### config.mk
export PLATFORM = sky130hd
export DESIGN_NAME = tcs_clear_clock_sel
export DESIGN_NICKNAME = d
export VERILOG_FILES = /design/src/design/tcs_pin_edge.v /design/src/design/tcs_clear_clock_sel.v
export VERILOG_INCLUDE_DIRS = /design/src /design/src/include
export SDC_FILE = /design/constraint.sdc
export NUM_CORES = 1
export LEC_CHECK = 0
export ABC_AREA = 1
export BUFFER_PORTS_ARGS = -buffer_cell sky130_fd_sc_hd__clkbuf_2
export CAP_MARGIN = 25
export CORE_ASPECT_RATIO = 0.75
export CORE_MARGIN = 1.5
export CORE_UTILIZATION = 55
export DETAILED_ROUTE_END_ITERATION = 12
export PLACE_DENSITY = 0.75
export SLEW_MARGIN = 10
export SYNTH_ARGS = -nofsm -noshare
export SYNTH_HDL_FRONTEND = slang
export SYNTH_SLANG_ARGS = --single-unit
### constraint.sdc
create_clock -name ref_clk -period 3.3 [get_ports ref_clk]
set_input_delay 0.165 -clock ref_clk [delete_from_list [all_inputs] [get_ports ref_clk]]
set_output_delay 0.165 -clock ref_clk [all_outputs]
set_load 0.01 [all_outputs]
### src/include/tcs_map.vh
`ifndef TCS_MAP_VH
`define TCS_MAP_VH

// register offsets, word index on the plain port
`define TCS_ADDR_W 4
`define TCS_OFF_CTL0 4'h0
`define TCS_OFF_CTL5 4'h5
`define TCS_OFF_SYNC 4'h6
`define TCS_OFF_MODE 4'h7
`define TCS_OFF_STAT 4'h8

// per-channel control field positions
`define TCS_CCLR_HI 7
`define TCS_CCLR_LO 5
`define TCS_CKEG_HI 4
`define TCS_CKEG_LO 3
`define TCS_TPSC_HI 2
`define TCS_TPSC_LO 0

// mode register bits
`define TCS_MODE_BUFC0 0
`define TCS_MODE_BUFD0 1
`define TCS_MODE_BUFC3 2
`define TCS_MODE_BUFD3 3
`define TCS_MODE_PH1 4
`define TCS_MODE_PH2 5

// reset values
`define TCS_CTL_RST 8'h00
`define TCS_SYNC_RST 6'h00
`define TCS_MODE_RST 6'h00

// prescaler width and taps: bit k toggles at clock / 2^(k+1)
`define TCS_PRE_W 10
`define TCS_TAP_DIV4 1
`define TCS_TAP_DIV16 3
`define TCS_TAP_DIV64 5
`define TCS_TAP_DIV256 7
`define TCS_TAP_DIV1024 9

`endif

### src/design/tcs_pin_edge.v
`timescale 1ns/100ps
`default_nettype none

module tcs_pin_edge (
  input wire ref_clk,
  input wire rst,
  input wire pin,
  output reg level,
  output reg rise,
  output reg fall
);

  reg meta_reg;
  reg sync_reg;
  reg prev_reg;

  // first flop feeds only the second
  always @(posedge ref_clk or posedge rst) begin
    if (rst) begin
      meta_reg <= 1'b0;
      sync_reg <= 1'b0;
      prev_reg <= 1'b0;
      level <= 1'b0;
      rise <= 1'b0;
      fall <= 1'b0;
    end else begin
      meta_reg <= pin;
      sync_reg <= meta_reg;
      prev_reg <= sync_reg;
      level <= sync_reg;
      rise <= sync_reg & ~prev_reg;
      fall <= ~sync_reg & prev_reg;
    end
  end

endmodule // tcs_pin_edge

`default_nettype wire

### src/design/tcs_clear_clock_sel.v
// Operation
// - ch0/3 clear: 000,100 off; 001 on reg A event; 010 on reg B.
// - ch0/3 clear: 101 on reg C event; 110 on reg D event.
// - clear codes x11 follow clearing of another synchronous channel.
// - synchronous clearing only while the channel's sync bit is 1.
// - reg C/D as buffer: no event, and never clears the counter.
// - ch1/2/4/5 clear select top bit reads 0, writes ignored.
// - ch1/2/4/5 clear: 00 off, 01 reg A, 10 reg B, 11 sync.
// - ch0-2 clock codes 000-011: system clock /1, /4, /16, /64.
// - ch0 clock codes 100-111: external inputs A, B, C, D.
// - ch1: 100 ext A, 101 ext B, 110 /256, 111 ch2 over/underflow.
// - ch2: 100-110 ext A, B, C; 111 system clock /1024.
// - ch1/ch2 in phase counting ignore their clock select.
// - edge field: 00 rising, 01 falling, 1x both edges.
//
// Chosen here: the address map and the plain strobed port.
`timescale 1ns/100ps
`default_nettype none
`include "tcs_map.vh"

module tcs_clear_clock_sel (
  input wire ref_clk,
  input wire rst,
  input wire [`TCS_ADDR_W-1:0] addr,
  input wire [7:0] wdata,
  input wire wr,
  input wire rd,
  output reg [7:0] rdata,
  input wire [5:0] match_a,
  input wire [5:0] match_b,
  input wire [1:0] match_c,
  input wire [1:0] match_d,
  input wire ext_clock_in_a,
  input wire ext_clock_in_b,
  input wire ext_clock_in_c,
  input wire ext_clock_in_d,
  input wire channel2_ovf,
  input wire [1:0] phase_count_en,
  output reg [5:0] counter_clear,
  output reg [2:0] count_en
);

  reg [7:0] ctl_reg [0:5];
  reg [5:0] sync_reg;
  reg [5:0] mode_reg;
  reg [`TCS_PRE_W-1:0] pre_reg;
  reg [4:0] tap_prev_reg;
  reg [5:0] clear_next;
  reg [2:0] count_next;
  reg [5:0] own_clr;
  reg [5:0] sync_take;
  reg [7:0] rdata_next;
  reg [2:0] sel;
  reg sync_src;
  wire [4:0] taps;
  wire [4:0] tap_rise;
  wire [4:0] tap_fall;
  wire [3:0] ext_level;
  wire [3:0] ext_rise;
  wire [3:0] ext_fall;
  wire [5:0] c_ev;
  wire [5:0] d_ev;
  integer i;

  // pick the counting edge from rise/fall pulses
  function edge_pick;
    input r;
    input f;
    input [1:0] eg;
    begin
      if (eg[1])
        edge_pick = r | f;
      else if (eg[0])
        edge_pick = f;
      else
        edge_pick = r;
    end
  endfunction

  // own clear source; codes x11 handled by sync logic
  function clr_src;
    input [2:0] s;
    input a;
    input b;
    input c;
    input d;
    begin
      case (s)
        3'h1: clr_src = a;
        3'h2: clr_src = b;
        3'h5: clr_src = c;
        3'h6: clr_src = d;
        default: clr_src = 1'b0;
      endcase
    end
  endfunction

  // writable top clear-select bit exists only on channels 0 and 3
  function has_cd;
    input integer ch;
    begin
      has_cd = (ch == 0) || (ch == 3);
    end
  endfunction

  tcs_pin_edge u_pin_a (
    .ref_clk(ref_clk),
    .rst(rst),
    .pin(ext_clock_in_a),
    .level(ext_level[0]),
    .rise(ext_rise[0]),
    .fall(ext_fall[0])
  );

  tcs_pin_edge u_pin_b (
    .ref_clk(ref_clk),
    .rst(rst),
    .pin(ext_clock_in_b),
    .level(ext_level[1]),
    .rise(ext_rise[1]),
    .fall(ext_fall[1])
  );

  tcs_pin_edge u_pin_c (
    .ref_clk(ref_clk),
    .rst(rst),
    .pin(ext_clock_in_c),
    .level(ext_level[2]),
    .rise(ext_rise[2]),
    .fall(ext_fall[2])
  );

  tcs_pin_edge u_pin_d (
    .ref_clk(ref_clk),
    .rst(rst),
    .pin(ext_clock_in_d),
    .level(ext_level[3]),
    .rise(ext_rise[3]),
    .fall(ext_fall[3])
  );

  // buffer mode masks the reg C/D events
  assign c_ev = {2'b00,
                 match_c[1] & ~mode_reg[`TCS_MODE_BUFC3],
                 2'b00,
                 match_c[0] & ~mode_reg[`TCS_MODE_BUFC0]};
  assign d_ev = {2'b00,
                 match_d[1] & ~mode_reg[`TCS_MODE_BUFD3],
                 2'b00,
                 match_d[0] & ~mode_reg[`TCS_MODE_BUFD0]};

  assign taps = {pre_reg[`TCS_TAP_DIV1024], pre_reg[`TCS_TAP_DIV256],
                 pre_reg[`TCS_TAP_DIV64], pre_reg[`TCS_TAP_DIV16],
                 pre_reg[`TCS_TAP_DIV4]};
  assign tap_rise = taps & ~tap_prev_reg;
  assign tap_fall = ~taps & tap_prev_reg;

  // clearing sources, one cycle to the output flop
  always @* begin
    own_clr = 6'h00;
    sync_take = 6'h00;
    sel = 3'h0;
    for (i = 0; i < 6; i = i + 1) begin
      sel = ctl_reg[i][`TCS_CCLR_HI:`TCS_CCLR_LO];
      own_clr[i] = clr_src(sel, match_a[i], match_b[i], c_ev[i], d_ev[i]);
      sync_take[i] = sync_reg[i] & (sel[1:0] == 2'h3);
    end
    // only own clears propagate, so no combinational loop
    sync_src = |(own_clr & sync_reg);
    clear_next = own_clr | (sync_take & {6{sync_src}});
  end

  // count enable selection for channels 0 to 2
  always @* begin
    count_next = 3'h0;
    case (ctl_reg[0][`TCS_TPSC_HI:`TCS_TPSC_LO])
      3'h0: count_next[0] = 1'b1;
      3'h1: count_next[0] = edge_pick(tap_rise[0], tap_fall[0],
                                      ctl_reg[0][`TCS_CKEG_HI:`TCS_CKEG_LO]);
      3'h2: count_next[0] = edge_pick(tap_rise[1], tap_fall[1],
                                      ctl_reg[0][`TCS_CKEG_HI:`TCS_CKEG_LO]);
      3'h3: count_next[0] = edge_pick(tap_rise[2], tap_fall[2],
                                      ctl_reg[0][`TCS_CKEG_HI:`TCS_CKEG_LO]);
      3'h4: count_next[0] = edge_pick(ext_rise[0], ext_fall[0],
                                      ctl_reg[0][`TCS_CKEG_HI:`TCS_CKEG_LO]);
      3'h5: count_next[0] = edge_pick(ext_rise[1], ext_fall[1],
                                      ctl_reg[0][`TCS_CKEG_HI:`TCS_CKEG_LO]);
      3'h6: count_next[0] = edge_pick(ext_rise[2], ext_fall[2],
                                      ctl_reg[0][`TCS_CKEG_HI:`TCS_CKEG_LO]);
      3'h7: count_next[0] = edge_pick(ext_rise[3], ext_fall[3],
                                      ctl_reg[0][`TCS_CKEG_HI:`TCS_CKEG_LO]);
      default: count_next[0] = 1'b0;
    endcase
    case (ctl_reg[1][`TCS_TPSC_HI:`TCS_TPSC_LO])
      3'h0: count_next[1] = 1'b1;
      3'h1: count_next[1] = edge_pick(tap_rise[0], tap_fall[0],
                                      ctl_reg[1][`TCS_CKEG_HI:`TCS_CKEG_LO]);
      3'h2: count_next[1] = edge_pick(tap_rise[1], tap_fall[1],
                                      ctl_reg[1][`TCS_CKEG_HI:`TCS_CKEG_LO]);
      3'h3: count_next[1] = edge_pick(tap_rise[2], tap_fall[2],
                                      ctl_reg[1][`TCS_CKEG_HI:`TCS_CKEG_LO]);
      3'h4: count_next[1] = edge_pick(ext_rise[0], ext_fall[0],
                                      ctl_reg[1][`TCS_CKEG_HI:`TCS_CKEG_LO]);
      3'h5: count_next[1] = edge_pick(ext_rise[1], ext_fall[1],
                                      ctl_reg[1][`TCS_CKEG_HI:`TCS_CKEG_LO]);
      3'h6: count_next[1] = edge_pick(tap_rise[3], tap_fall[3],
                                      ctl_reg[1][`TCS_CKEG_HI:`TCS_CKEG_LO]);
      3'h7: count_next[1] = channel2_ovf; // edge field ignored
      default: count_next[1] = 1'b0;
    endcase
    case (ctl_reg[2][`TCS_TPSC_HI:`TCS_TPSC_LO])
      3'h0: count_next[2] = 1'b1;
      3'h1: count_next[2] = edge_pick(tap_rise[0], tap_fall[0],
                                      ctl_reg[2][`TCS_CKEG_HI:`TCS_CKEG_LO]);
      3'h2: count_next[2] = edge_pick(tap_rise[1], tap_fall[1],
                                      ctl_reg[2][`TCS_CKEG_HI:`TCS_CKEG_LO]);
      3'h3: count_next[2] = edge_pick(tap_rise[2], tap_fall[2],
                                      ctl_reg[2][`TCS_CKEG_HI:`TCS_CKEG_LO]);
      3'h4: count_next[2] = edge_pick(ext_rise[0], ext_fall[0],
                                      ctl_reg[2][`TCS_CKEG_HI:`TCS_CKEG_LO]);
      3'h5: count_next[2] = edge_pick(ext_rise[1], ext_fall[1],
                                      ctl_reg[2][`TCS_CKEG_HI:`TCS_CKEG_LO]);
      3'h6: count_next[2] = edge_pick(ext_rise[2], ext_fall[2],
                                      ctl_reg[2][`TCS_CKEG_HI:`TCS_CKEG_LO]);
      3'h7: count_next[2] = edge_pick(tap_rise[4], tap_fall[4],
                                      ctl_reg[2][`TCS_CKEG_HI:`TCS_CKEG_LO]);
      default: count_next[2] = 1'b0;
    endcase
    if (mode_reg[`TCS_MODE_PH1])
      count_next[1] = phase_count_en[0];
    if (mode_reg[`TCS_MODE_PH2])
      count_next[2] = phase_count_en[1];
  end

  // read mux; unmapped offsets read zero
  always @* begin
    rdata_next = 8'h00;
    if (addr <= `TCS_OFF_CTL5)
      rdata_next = ctl_reg[addr[2:0]];
    else if (addr == `TCS_OFF_SYNC)
      rdata_next = {2'b00, sync_reg};
    else if (addr == `TCS_OFF_MODE)
      rdata_next = {2'b00, mode_reg};
    else if (addr == `TCS_OFF_STAT)
      rdata_next = {1'b0, count_en, ext_level};
  end

  always @(posedge ref_clk or posedge rst) begin
    if (rst) begin
      for (i = 0; i < 6; i = i + 1)
        ctl_reg[i] <= `TCS_CTL_RST;
      sync_reg <= `TCS_SYNC_RST;
      mode_reg <= `TCS_MODE_RST;
      rdata <= 8'h00;
    end else begin
      if (wr) begin
        for (i = 0; i < 6; i = i + 1) begin
          if (addr == i[`TCS_ADDR_W-1:0]) begin
            ctl_reg[i] <= wdata;
            if (!has_cd(i))
              ctl_reg[i][`TCS_CCLR_HI] <= 1'b0;
          end
        end
        if (addr == `TCS_OFF_SYNC)
          sync_reg <= wdata[5:0];
        if (addr == `TCS_OFF_MODE)
          mode_reg <= wdata[5:0];
      end
      // data stands only in the cycle after the strobe
      if (rd)
        rdata <= rdata_next;
      else
        rdata <= 8'h00;
    end
  end

  // free-running prescaler shared by channels 0 to 2
  always @(posedge ref_clk or posedge rst) begin
    if (rst) begin
      pre_reg <= {`TCS_PRE_W{1'b0}};
      tap_prev_reg <= 5'h00;
      counter_clear <= 6'h00;
      count_en <= 3'h0;
    end else begin
      pre_reg <= pre_reg + {{(`TCS_PRE_W-1){1'b0}}, 1'b1};
      tap_prev_reg <= taps;
      counter_clear <= clear_next;
      count_en <= count_next;
    end
  end

endmodule // tcs_clear_clock_sel

`default_nettype wire

==> results of run 1 <==
[where the power goes]
| group | switching, mW | internal [mW] | total, mW | leakage, nW |
|---|---|---|---|---|
| clock | 0.554 | 0.547 | 1.10 | 0.152 |
| sequential | 0.200 | 1.52 | 1.72 | 1.34 |
| combinational | 0.508 | 0.266 | 0.774 | 1.90 |
[stage by stage]
stage / utilization / worst slack, ns / total power, mW / std cells
5_1_grt: 0.646 / 1.42 / 3.80 / 917
6_report: 0.646 / 1.56 / 3.60 / 917
3_3_place_gp: 0.610 / 1.42 / 2.47 / 896
3_5_place_dp: 0.610 / 1.40 / 2.49 / 896
2_1_floorplan: - / 0.289 / 2.20 / 727
4_1_cts: 0.646 / 1.60 / 3.60 / 917
[worst min-delay path by stage]
| stage | startpoint | endpoint | slack, ns | cells past startpoint |
|---|---|---|---|---|
| after floorplan | ext_clock_in_a | u_pin_a.meta_reg$_DFF_PP0_ | 0.20 | 0 |
| after global placement | ext_clock_in_c | u_pin_c.meta_reg$_DFF_PP0_ | 0.28 | 1 |
| after detailed placement | ext_clock_in_d | u_pin_d.meta_reg$_DFF_PP0_ | 0.28 | 1 |
| after CTS | rd | rdata[6]$_DFF_PP0_ | 0.03 | 3 |
| after global routing | rd | rdata[6]$_DFF_PP0_ | 0.03 | 3 |
| final | rd | rdata[6]$_DFF_PP0_ | 0.04 | 3 |
[logic make-up (layout without fill, tap and decap cells)]
group	count (synthesis)	count (layout)
AO/OA/AOI/OAI	120	120
XOR/XNOR	8	8
adder cells (fa/ha/maj)	29	29
buffers and inverters	128	186
flip-flops	108	108
AND/OR/NAND/NOR	334	334
[what timing repair did]
| action | 4_1_cts | 5_1_grt |
|---|---|---|
| gates resized for setup | 0 | 0 |
| hold buffers | 5 | 0 |
| buffers inserted | 0 | 0 |
| hold endpoints to repair | 112 | 0 |
[Yosys cell counts]
library cell    n
nor2_2          6
buf_2           8
xnor2_1         1
clkbuf_1        6
a21oi_1        31
dfrtp_1       108
buf_4           4
nand2_1       199
xor2_1          7
o211ai_1        1
o21ai_1         3
nor2_1         70
ha_1           29
nand3b_1        2
nand4_1        12
o21ai_0        83
nand2_2         1
a22oi_1         1
nand3_1        38
nor3_1          6
o221ai_1        1
buf_1           1
buf_6           1
inv_1         108
[routing by layer]
metal	vias up	global-route usage
met2	263	0.384
met4	0	0.0615
li1	2384	-
met1	2382	0.456
met3	18	0.0745
met5	-	0
[cell type report]
| cell class | count | area [sq um] |
|---|---|---|
| clock inverters | 7 | 83.8 |
| multi-input cells | 491 | 2410 |
| inverters | 108 | 408 |
| flip-flops and latches | 108 | 2700 |
| repair buffers | 62 | 353 |
| clock buffers | 9 | 225 |
| fillers | 824 | 3470 |
| well taps | 132 | 165 |
[critical path, delay by kind of cell (launching register included)]
family / cells / cell delay (ns)
adders and majority gates: 1 / 0.27
buffers and inverters: 2 / 0.13
DFF: 1 / 0.41
and+or+nand+nor: 6 / 0.82
==> metrics, run 1 <==
Initial Util 0.573; Seq cells post-synth 108; nets@finish 848; routed len/inst 16.0 um; post-synthesis cell type count 24; Reg2Reg Setup Slack 1.56 ns; CP arrival 1.98 ns; Post-Synth Simple-Gate Area 0.243; most frequent cells in the layout 199 x nand2_1, 108 x dfrtp_1, 107 x inv_1; clk sink count 108; # rows 31; status completed; sequential fraction of the synthesis area 0.481; RePlAce Congestion 0.968; Setup Viol. Count Final 0; Max Buffers Root-to-Sink 2; CP Launch Type register; vias per cell 5.50; post-layout instance area 0.00634 sq mm; Die H 90.6 um; Synth Area in XOR/XNOR 0.0125; post-route antenna net violation count 0; WL met2 5980 um; fmax 0.575 GHz; area of placed instances 0.00598 sq mm; clk root buf clkbuf_16; Yosys top cell by area dfrtp_1; netlist area before placement 0.00562 sq mm; largest stage delay on the critical path 0.41 ns; final worst-path cycle share 0.527; P per Cell Area 567 mW/mm^2; clk_lat worst skew 0.35 ns; RSZ-0062 raised after global routing no; syn_area_per_cell 7.73 sq um; drt initial violations 575; die width 120 um; number of remaining DRC errors 0; Setup CP Type register to register; synth-to-layout area growth 12.8%; first-pass GRT wire length 23,700 um; DRT Pass-1 Iters 7; initial antenna violation count 0; Area contributors post-synth dfrtp_1 48%, nand2_1 13%, o21ai_0 7.4%; fin. max-slew vios 0; Final Hold Vio Count 0; max reg flops 42; setup tns final 0 ns; top cell type's share of synthesized area 0.481; TritonCTS Buffers 9; DPL Wire Length 11,000 um; VDD IR max 0.375 mV; Syn Inst Count 727; most used cell, CP nand2_1; largest family of logic cells by synthesized area simple AND/OR/NAND/NOR gates; FF-to-FF End counter_clear[2]$_DFF_PP0_; mux contribution to synthesized area 0; die area 0.0108 sq mm; Worst path slowest cell dfrtp_1; end of the critical path counter_clear[2]$_DFF_PP0_; Final Skew 0.00614 ns; DR vias 5,047; layout cells sized above 1 0.103; Min Hold Slack 0.0406 ns; overall routing resource usage 0.285; clock period minus worst slack 1.74 ns; crit path launch ctl_reg[13]$_DFFE_PP0P_; Port Buf Inserts 55; routed wl met3 1490 um; critical-path maximum fanout 5; largest net degree at the start of global routing 109; Worst Max-Slew Pin Slew 0.869 ns; Reg clk slew, reported paths 0.08 ns; reg2reg start ctl_reg[13]$_DFFE_PP0P_; Placeable Area 0.00981 sq mm; # diodes 0; Metal-1 WL 7020 um; Leakage Power 3.40 nW; vias in the first global route 4,506; worst path required time 3.54 ns; num ports 56; Top Layer Used met4; crit end category register; Mapped Nets 795; compound-cell area share of the yosys netlist 0.108; Slew headroom 0.418; Max Cap Viol 0; HP Class input pin to register; CP Cell Sequence inv_1, ha_1, inv_1, nand3_1, nand2_1, nor2_1, nand3_1, nand2_1, nand2_1; CTS tree built; commonest non-fill, non-tap cell in the layout nand2_1; FF-to-FF path depth 9; Synth Area in Adders 0.0645; Synth warnings 0; WL final 14,700 um; grt ovf 0; H-tree depth 3
No activity file was read; power rests on OpenSTA's default activity.
==> inputs of run 2 (changes only) <==
Settings changed: ABC_AREA 1 to 0.
Clock period 3.3 ns to 1.79 ns, I/O delays scaled along.
==> metrics, run 2 <==
area occupied by multi-input gates 0.00262 sq mm (was 0.00241 sq mm); vias in the first global route 3,738 (was 4,506); HP Class input pin to register (unchanged); fmax 0.557 GHz (was 0.575 GHz); Async S/R FF share, synth 1.00 (unchanged); die area 0.0105 sq mm (was 0.0108 sq mm); status finished with violations (was completed); Synth warnings 0 (unchanged); DRT Pass-1 Iters 4 (was 7); die width 118 um (was 120 um); Final Skew 0.00627 ns (was 0.00614 ns); Port Buf Inserts 55 (unchanged); syn_area_per_cell 12.4 sq um (was 7.73 sq um); clock period minus worst slack 1.80 ns (was 1.74 ns); filler instances 709 (was 824); Post-synth EDFFs 0 (unchanged); Max Cap Viol 0 (unchanged); grt ovf 0 (unchanged); clk sink count 108 (unchanged); nets@finish 598 (was 848); Leakage Power 2.97 nW (was 3.40 nW); CTS tree built (unchanged); Min Hold Slack 0.0210 ns (was 0.0406 ns); routed len/inst 18.7 um (was 16.0 um); most frequent cells in the layout 106 x dfrtp_1, 60 x mux2_2, 55 x clkbuf_2 (was 199 x nand2_1, 108 x dfrtp_1, 107 x inv_1); Syn Inst Count 440 (was 727); sequential fraction of the synthesis area 0.496 (was 0.481); Placeable Area 0.00966 sq mm (was 0.00981 sq mm); first-pass GRT wire length 19,600 um (was 23,700 um); Die H 89.2 um (was 90.6 um); Slew headroom 0.614 (was 0.418); setup slack after layout -0.00546 ns (was 1.56 ns); number of remaining DRC errors 0 (unchanged); Initial Util 0.564 (was 0.573); initial antenna violation count 0 (unchanged); critical-path maximum fanout 4 (was 5); post-route antenna net violation count 0 (unchanged); CP Cell Sequence inv_2, ha_4, a22oi_2, nor3b_2, nor4_2, buf_4, and3_4, o22ai_1 (was inv_1, ha_1, inv_1, nand3_1, nand2_1, nor2_1, nand3_1, nand2_1, nand2_1); prevailing post-synth register cell dfrtp_1 (unchanged); Mapped Nets 508 (was 795); num ports 56 (unchanged); RSZ-0062 raised after global routing yes (was no); DPL Wire Length 8920 um (was 11,000 um); DR vias 3,836 (was 5,047); non-filler cells, final 667 (was 917); H-tree depth 3 (unchanged); largest stage delay on the critical path 0.41 ns (about the same); VDD IR max 0.753 mV (was 0.375 mV); Power Total 6.86 mW (was 3.60 mW); synth-to-layout area growth 19.3% (was 12.8%); Setup CP Type register to register (unchanged); final worst-path cycle share 1.00 (was 0.527); Setup Viol. Count Final 2 (was 0); WL final 12,500 um (was 14,700 um); largest net degree at the start of global routing 109 (unchanged); delay-heaviest family, CP simple AND/OR/NAND/NOR gates (unchanged); commonest non-fill, non-tap cell in the layout dfrtp_1 (was nand2_1); Inst Count DP 638 (was 896); Seq cells post-synth 108 (unchanged); post-synthesis cell type count 54 (was 24); Buf+Inv Stages, Crit Path 2 (unchanged); worst path required time 2.02 ns (was 3.54 ns); CP Launch Type register (unchanged); crit end category register (unchanged); CP arrival 2.03 ns (was 1.98 ns); drt initial violations 319 (was 575); Worst path slowest cell dfrtp_1 (unchanged); TritonCTS Buffers 9 (unchanged); max reg flops 42 (unchanged); clk root buf clkbuf_16 (unchanged); netlist area before placement 0.00545 sq mm (was 0.00562 sq mm); P per Cell Area 1060 mW/mm^2 (was 567 mW/mm^2); Worst Max-Slew Pin Slew 0.580 ns (was 0.869 ns); layout cells sized above 1 0.381 (was 0.103); fin. max-slew vios 0 (unchanged); RePlAce Congestion 0.858 (was 0.968); most numerous cell in the Yosys netlist dfrtp_1 (was nand2_1); # diodes 0 (unchanged); Synth top cells by count 108 x dfrtp_1, 60 x mux2_2, 29 x ha_1, 28 x nand2_1, 26 x inv_1 (was 199 x nand2_1, 108 x dfrtp_1, 108 x inv_1, 83 x o21ai_0, 70 x nor2_1); Area contributors post-synth dfrtp_1 50%, mux2_2 12%, ha_1 6.7% (was dfrtp_1 48%, nand2_1 13%, o21ai_0 7.4%); # rows 31 (unchanged); failing checks negative setup slack; Reg clk slew, reported paths 0.07 ns (was 0.08 ns); vias per cell 5.75 (was 5.50); overall routing resource usage 0.247 (was 0.285); area occupied by registers 0.00271 sq mm (was 0.00270 sq mm); Max Buffers Root-to-Sink 2 (unchanged); top cell type's share of synthesized area 0.496 (was 0.481); Yosys top cell by area dfrtp_1 (unchanged); clk_lat worst skew 0.35 ns (about the same); Place WS -0.167 ns (was 1.40 ns); Final Hold Vio Count 0 (unchanged)
## run 2: cell count changes in the layout (fill, tap and decap cells not counted), moves of 12 or more
cell and delta:
mux2_2 +60, a21oi_1 -20, nor2_1 -56, buf_4 +30
mux2i_1 +14, o21ai_0 -69, nand4_1 -12, nand2_1 -172
nor2b_1 +12, mux4_2 +12, inv_1 -83, nand3_1 -26
## run 2: cell families after synthesis
kind of cell / count (synthesis) / synth area share
multiplexers: 88 / 0.207
XOR/XNOR: 8 / 0.0129
flip-flops: 108 / 0.496
adder cells (fa/ha/maj): 29 / 0.0666
buffers and inverters: 42 / 0.0356
AND/OR/NAND/NOR: 101 / 0.102
AO/OA/AOI/OAI: 64 / 0.0803
## run 2: routing by layer
layer  GRT usage  routed length, um  vias to the layer above
met2       0.373               5680                      112
li1            -                  -                     1772
met5           0                  0                        -
met4      0.0687                133                        0
met1       0.362               5870                     1941
met3      0.0574                779                       11
## run 2: cell type report
cell class              count  share of cell area
multi-input cells         290               0.404
flip-flops and latches    108               0.416
repair buffers             95              0.0951
inverters                  26              0.0156
well taps                 132              0.0254
clock buffers              10              0.0352
clock inverters             6             0.00924
## run 2: through the flow
step                instance area [sq um]   util  TNS (ns)
floorplan                            5460      -         0
global route                         6500  0.673    -0.552
CTS                                  6450  0.667   -0.0350
detailed placement                   6030  0.624    -0.776
finish                               6500  0.673  -0.00775
global placement                     6030  0.624    -0.205
## run 2: path summary, 6_finish.rpt
kind	from	to	slack, ns	cells after the start
hold / removal	phase_count_en[0]	count_en[1]$_DFF_PP0_	0.02	3
hold reg to reg	u_pin_c.meta_reg$_DFF_PP0_	u_pin_c.sync_reg$_DFF_PP0_	0.35	0
setup / recovery	clr_src.s[0]$_DFFE_PP0P_	counter_clear[5]$_DFF_PP0_	-0.005	8
min in group asynchronous	rst	rdata[6]$_DFF_PP0_	0.43	4
setup reg to reg	clr_src.s[0]$_DFFE_PP0P_	counter_clear[5]$_DFF_PP0_	-0.005	8
max in group asynchronous	rst	ctl_reg[35]$_DFFE_PP0P_	0.91	4
## run 2: timing repair
action                                 4_1_cts  5_1_grt
endpoints found under the hold margin      115        0
pin swaps                                    2        5
setup buffers                                5        1
resized for setup                            6       12
setup endpoints to repair                    6        7
hold buffers                                 7        0
## run 2: where the power goes
group	switching (mW)	internal [mW]
registers	0.446	2.84
clock network	0.916	0.971
logic	0.755	0.933
total	2.12	4.74
## run 2: tightest hold or removal path, delay by kind of cell
kind | cells | cell delay (ns)
AND/OR/NAND/NOR | 1 | 0.10
buffers and inverters | 1 | 0.08
AO/OA/AOI/OAI | 1 | 0.05
==> inputs of run 3 (changes only) <==
Settings changed: BUFFER_PORTS_ARGS -buffer_cell sky130_fd_sc_hd__clkbuf_2 to -buffer_cell sky130_fd_sc_hd__buf_2, GPL_TIMING_DRIVEN set to 0, RECOVER_POWER set to 100.
==> metrics, run 3 (same netlist as run 2, synthesis figures left out) <==
status finished with violations (unchanged); failing checks negative setup slack (unchanged); commonest non-fill, non-tap cell in the layout dfrtp_1 (unchanged); layout cells sized above 1 0.346 (was 0.381); first-pass GRT wire length 19,800 um (was 19,600 um); vias in the first global route 3,735 (was 3,738); WL final 12,600 um (was 12,500 um); number of remaining DRC errors 0 (unchanged); hold endpoint counter_clear[2]$_DFF_PP0_ (was count_en[1]$_DFF_PP0_); crit path launch clr_src.s[0]$_DFFE_PP0P_ (unchanged); worst hold path cell count 3 (unchanged); HP Class input pin to register (unchanged); Max Buffers Root-to-Sink 2 (unchanged); initial antenna violation count 0 (unchanged); Max Cap Viol 0 (unchanged); routed len/inst 18.9 um (was 18.7 um); drt initial violations 283 (was 319); largest stage delay on the critical path 0.43 ns (was 0.41 ns); P per Cell Area 1070 mW/mm^2 (was 1060 mW/mm^2); overall routing resource usage 0.248 (was 0.247); fmax 0.546 GHz (was 0.557 GHz); num ports 56 (unchanged); Reg clk slew, reported paths 0.07 ns (about the same); Place WS -0.388 ns (was -0.167 ns); FF-to-FF End counter_clear[4]$_DFF_PP0_ (was counter_clear[5]$_DFF_PP0_); VDD IR max 0.755 mV (was 0.753 mV); Placeable Area 0.00966 sq mm (unchanged); TritonCTS Buffers 9 (unchanged); max reg flops 42 (unchanged); clk_lat worst skew 0.35 ns (about the same); final worst-path cycle share 1.02 (was 1.00); Reg2Reg Setup Slack -0.04 ns (was -0.005 ns); clock period minus worst slack 1.83 ns (was 1.80 ns); Buf+Inv Stages, Crit Path 2 (unchanged); DR vias 3,873 (was 3,836); Worst path slowest cell dfrtp_1 (unchanged); # diodes 0 (unchanged); Leakage Power 2.86 nW (was 2.97 nW); setup slack after layout -0.0425 ns (was -0.00546 ns); H-tree depth 3 (unchanged); CP Cell Sequence inv_2, ha_4, a22oi_2, nor3b_2, nor4_2, buf_4, and3_4, o22ai_2 (was inv_2, ha_4, a22oi_2, nor3b_2, nor4_2, buf_4, and3_4, o22ai_1); CP arrival 2.06 ns (was 2.03 ns); grt ovf 0 (unchanged); Final Util 0.669 (was 0.673); largest net degree at the start of global routing 36 (was 109); worst path required time 2.02 ns (about the same); die area 0.0105 sq mm (unchanged); Final Hold Vio Count 0 (unchanged); Worst Max-Slew Pin Slew 1.01 ns (was 0.580 ns); fin. max-slew vios 0 (unchanged); Port Buf Inserts 53 (was 55); cell count along the critical path 8 (unchanged); RePlAce Congestion 0.903 (was 0.858); Final Skew 0.00889 ns (was 0.00627 ns); # rows 31 (unchanged); RSZ-0062 raised after global routing yes (unchanged); reg2reg start clr_src.s[0]$_DFFE_PP0P_ (unchanged); post-route antenna net violation count 0 (unchanged); Die H 89.2 um (unchanged); CTS tree built (unchanged); clk root buf clkbuf_16 (unchanged); vias per cell 5.82 (was 5.75); delay-heaviest family, CP simple AND/OR/NAND/NOR gates (unchanged); Setup Viol. Count Final 6 (was 2); DRT Pass-1 Iters 5 (was 4); clk sink count 108 (unchanged); FF-to-FF path depth 8 (unchanged); critical-path maximum fanout 4 (unchanged); crit end category register (unchanged); Initial Util 0.564 (unchanged); Setup CP Type register to register (unchanged); nets@finish 598 (unchanged); Slew headroom 0.327 (was 0.614); DPL Wire Length 8950 um (was 8920 um); synth-to-layout area growth 18.5% (was 19.3%); most frequent cells in the layout 106 x dfrtp_1, 60 x mux2_2, 38 x buf_2 (was 106 x dfrtp_1, 60 x mux2_2, 55 x clkbuf_2); min-delay src match_a[2] (was phase_count_en[0]); die width 118 um (unchanged); CP Launch Type register (unchanged)
==> run 3: worst max-delay path by stage <==
stage               slack [ns]                          to
finish                   -0.04  counter_clear[4]$_DFF_PP0_
floorplan                 0.09  counter_clear[1]$_DFF_PP0_
detailed placement       -0.39  counter_clear[5]$_DFF_PP0_
CTS                       0.01  counter_clear[3]$_DFF_PP0_
global route             -0.15  counter_clear[4]$_DFF_PP0_
global placement         -0.32  counter_clear[1]$_DFF_PP0_
==> run 3: what timing repair did <==
action	CTS	global route
hold buffers	8	0
pin swaps	1	12
endpoints found under the hold margin	20	0
resized for setup	6	24
buffers inserted	8	7
cloned	0	0
endpoints found under the setup margin	7	9
==> run 3: through the flow <==
step | instance area, sq um | total power [mW] | hold WS, ns | TNS (ns) | instances
finish | 6460 | 6.89 | 0.0598 | -0.170 | 666
global route | 6460 | 7.24 | 0.0664 | -0.974 | 666
CTS | 6390 | 6.78 | 0.0447 | 0 | 659
detailed placement | 5950 | 4.81 | 0.100 | -2.00 | 628
global placement | 5890 | 4.71 | 0.199 | -30.78 | 625
floorplan | 5460 | 4.26 | 0.121 | 0 | 440
==> run 3: cell type report <==
class	instances	area (sq um)
plain buffers	16	93.8
clock buffers	9	225
clock inverters	6	48.8
fillers	741	3200
inverters	26	98.8
multi-input cells	290	2650
flip-flops and latches	108	2710
well taps	132	165
repair buffers	79	468
==> run 3: layer usage <==
layer  wire (um)  track usage  share of wire
met5           0            0              0
met3         796       0.0536          0.063
met1        6060        0.376           0.48
met2        5590        0.368           0.45
met4         113       0.0621         0.0090
==> run 3: worst reg2reg max path, stage by stage, from the launching register on <==
cell     delay, ns
dfrtp_1       0.43
inv_2         0.08
ha_4          0.16
a22oi_2       0.22
nor3b_2       0.09
nor4_2        0.25
buf_4         0.17
and3_4        0.23
o22ai_2       0.08
==> run 3: report_power, final <==
part / internal (mW) / total [mW] / switching (mW) / leakage (nW)
registers: 2.84 / 3.20 / 0.358 / 1.34
logic: 0.943 / 1.82 / 0.880 / 1.39
clock network: 0.951 / 1.87 / 0.918 / 0.130
total: 4.74 / 6.89 / 2.16 / 2.86
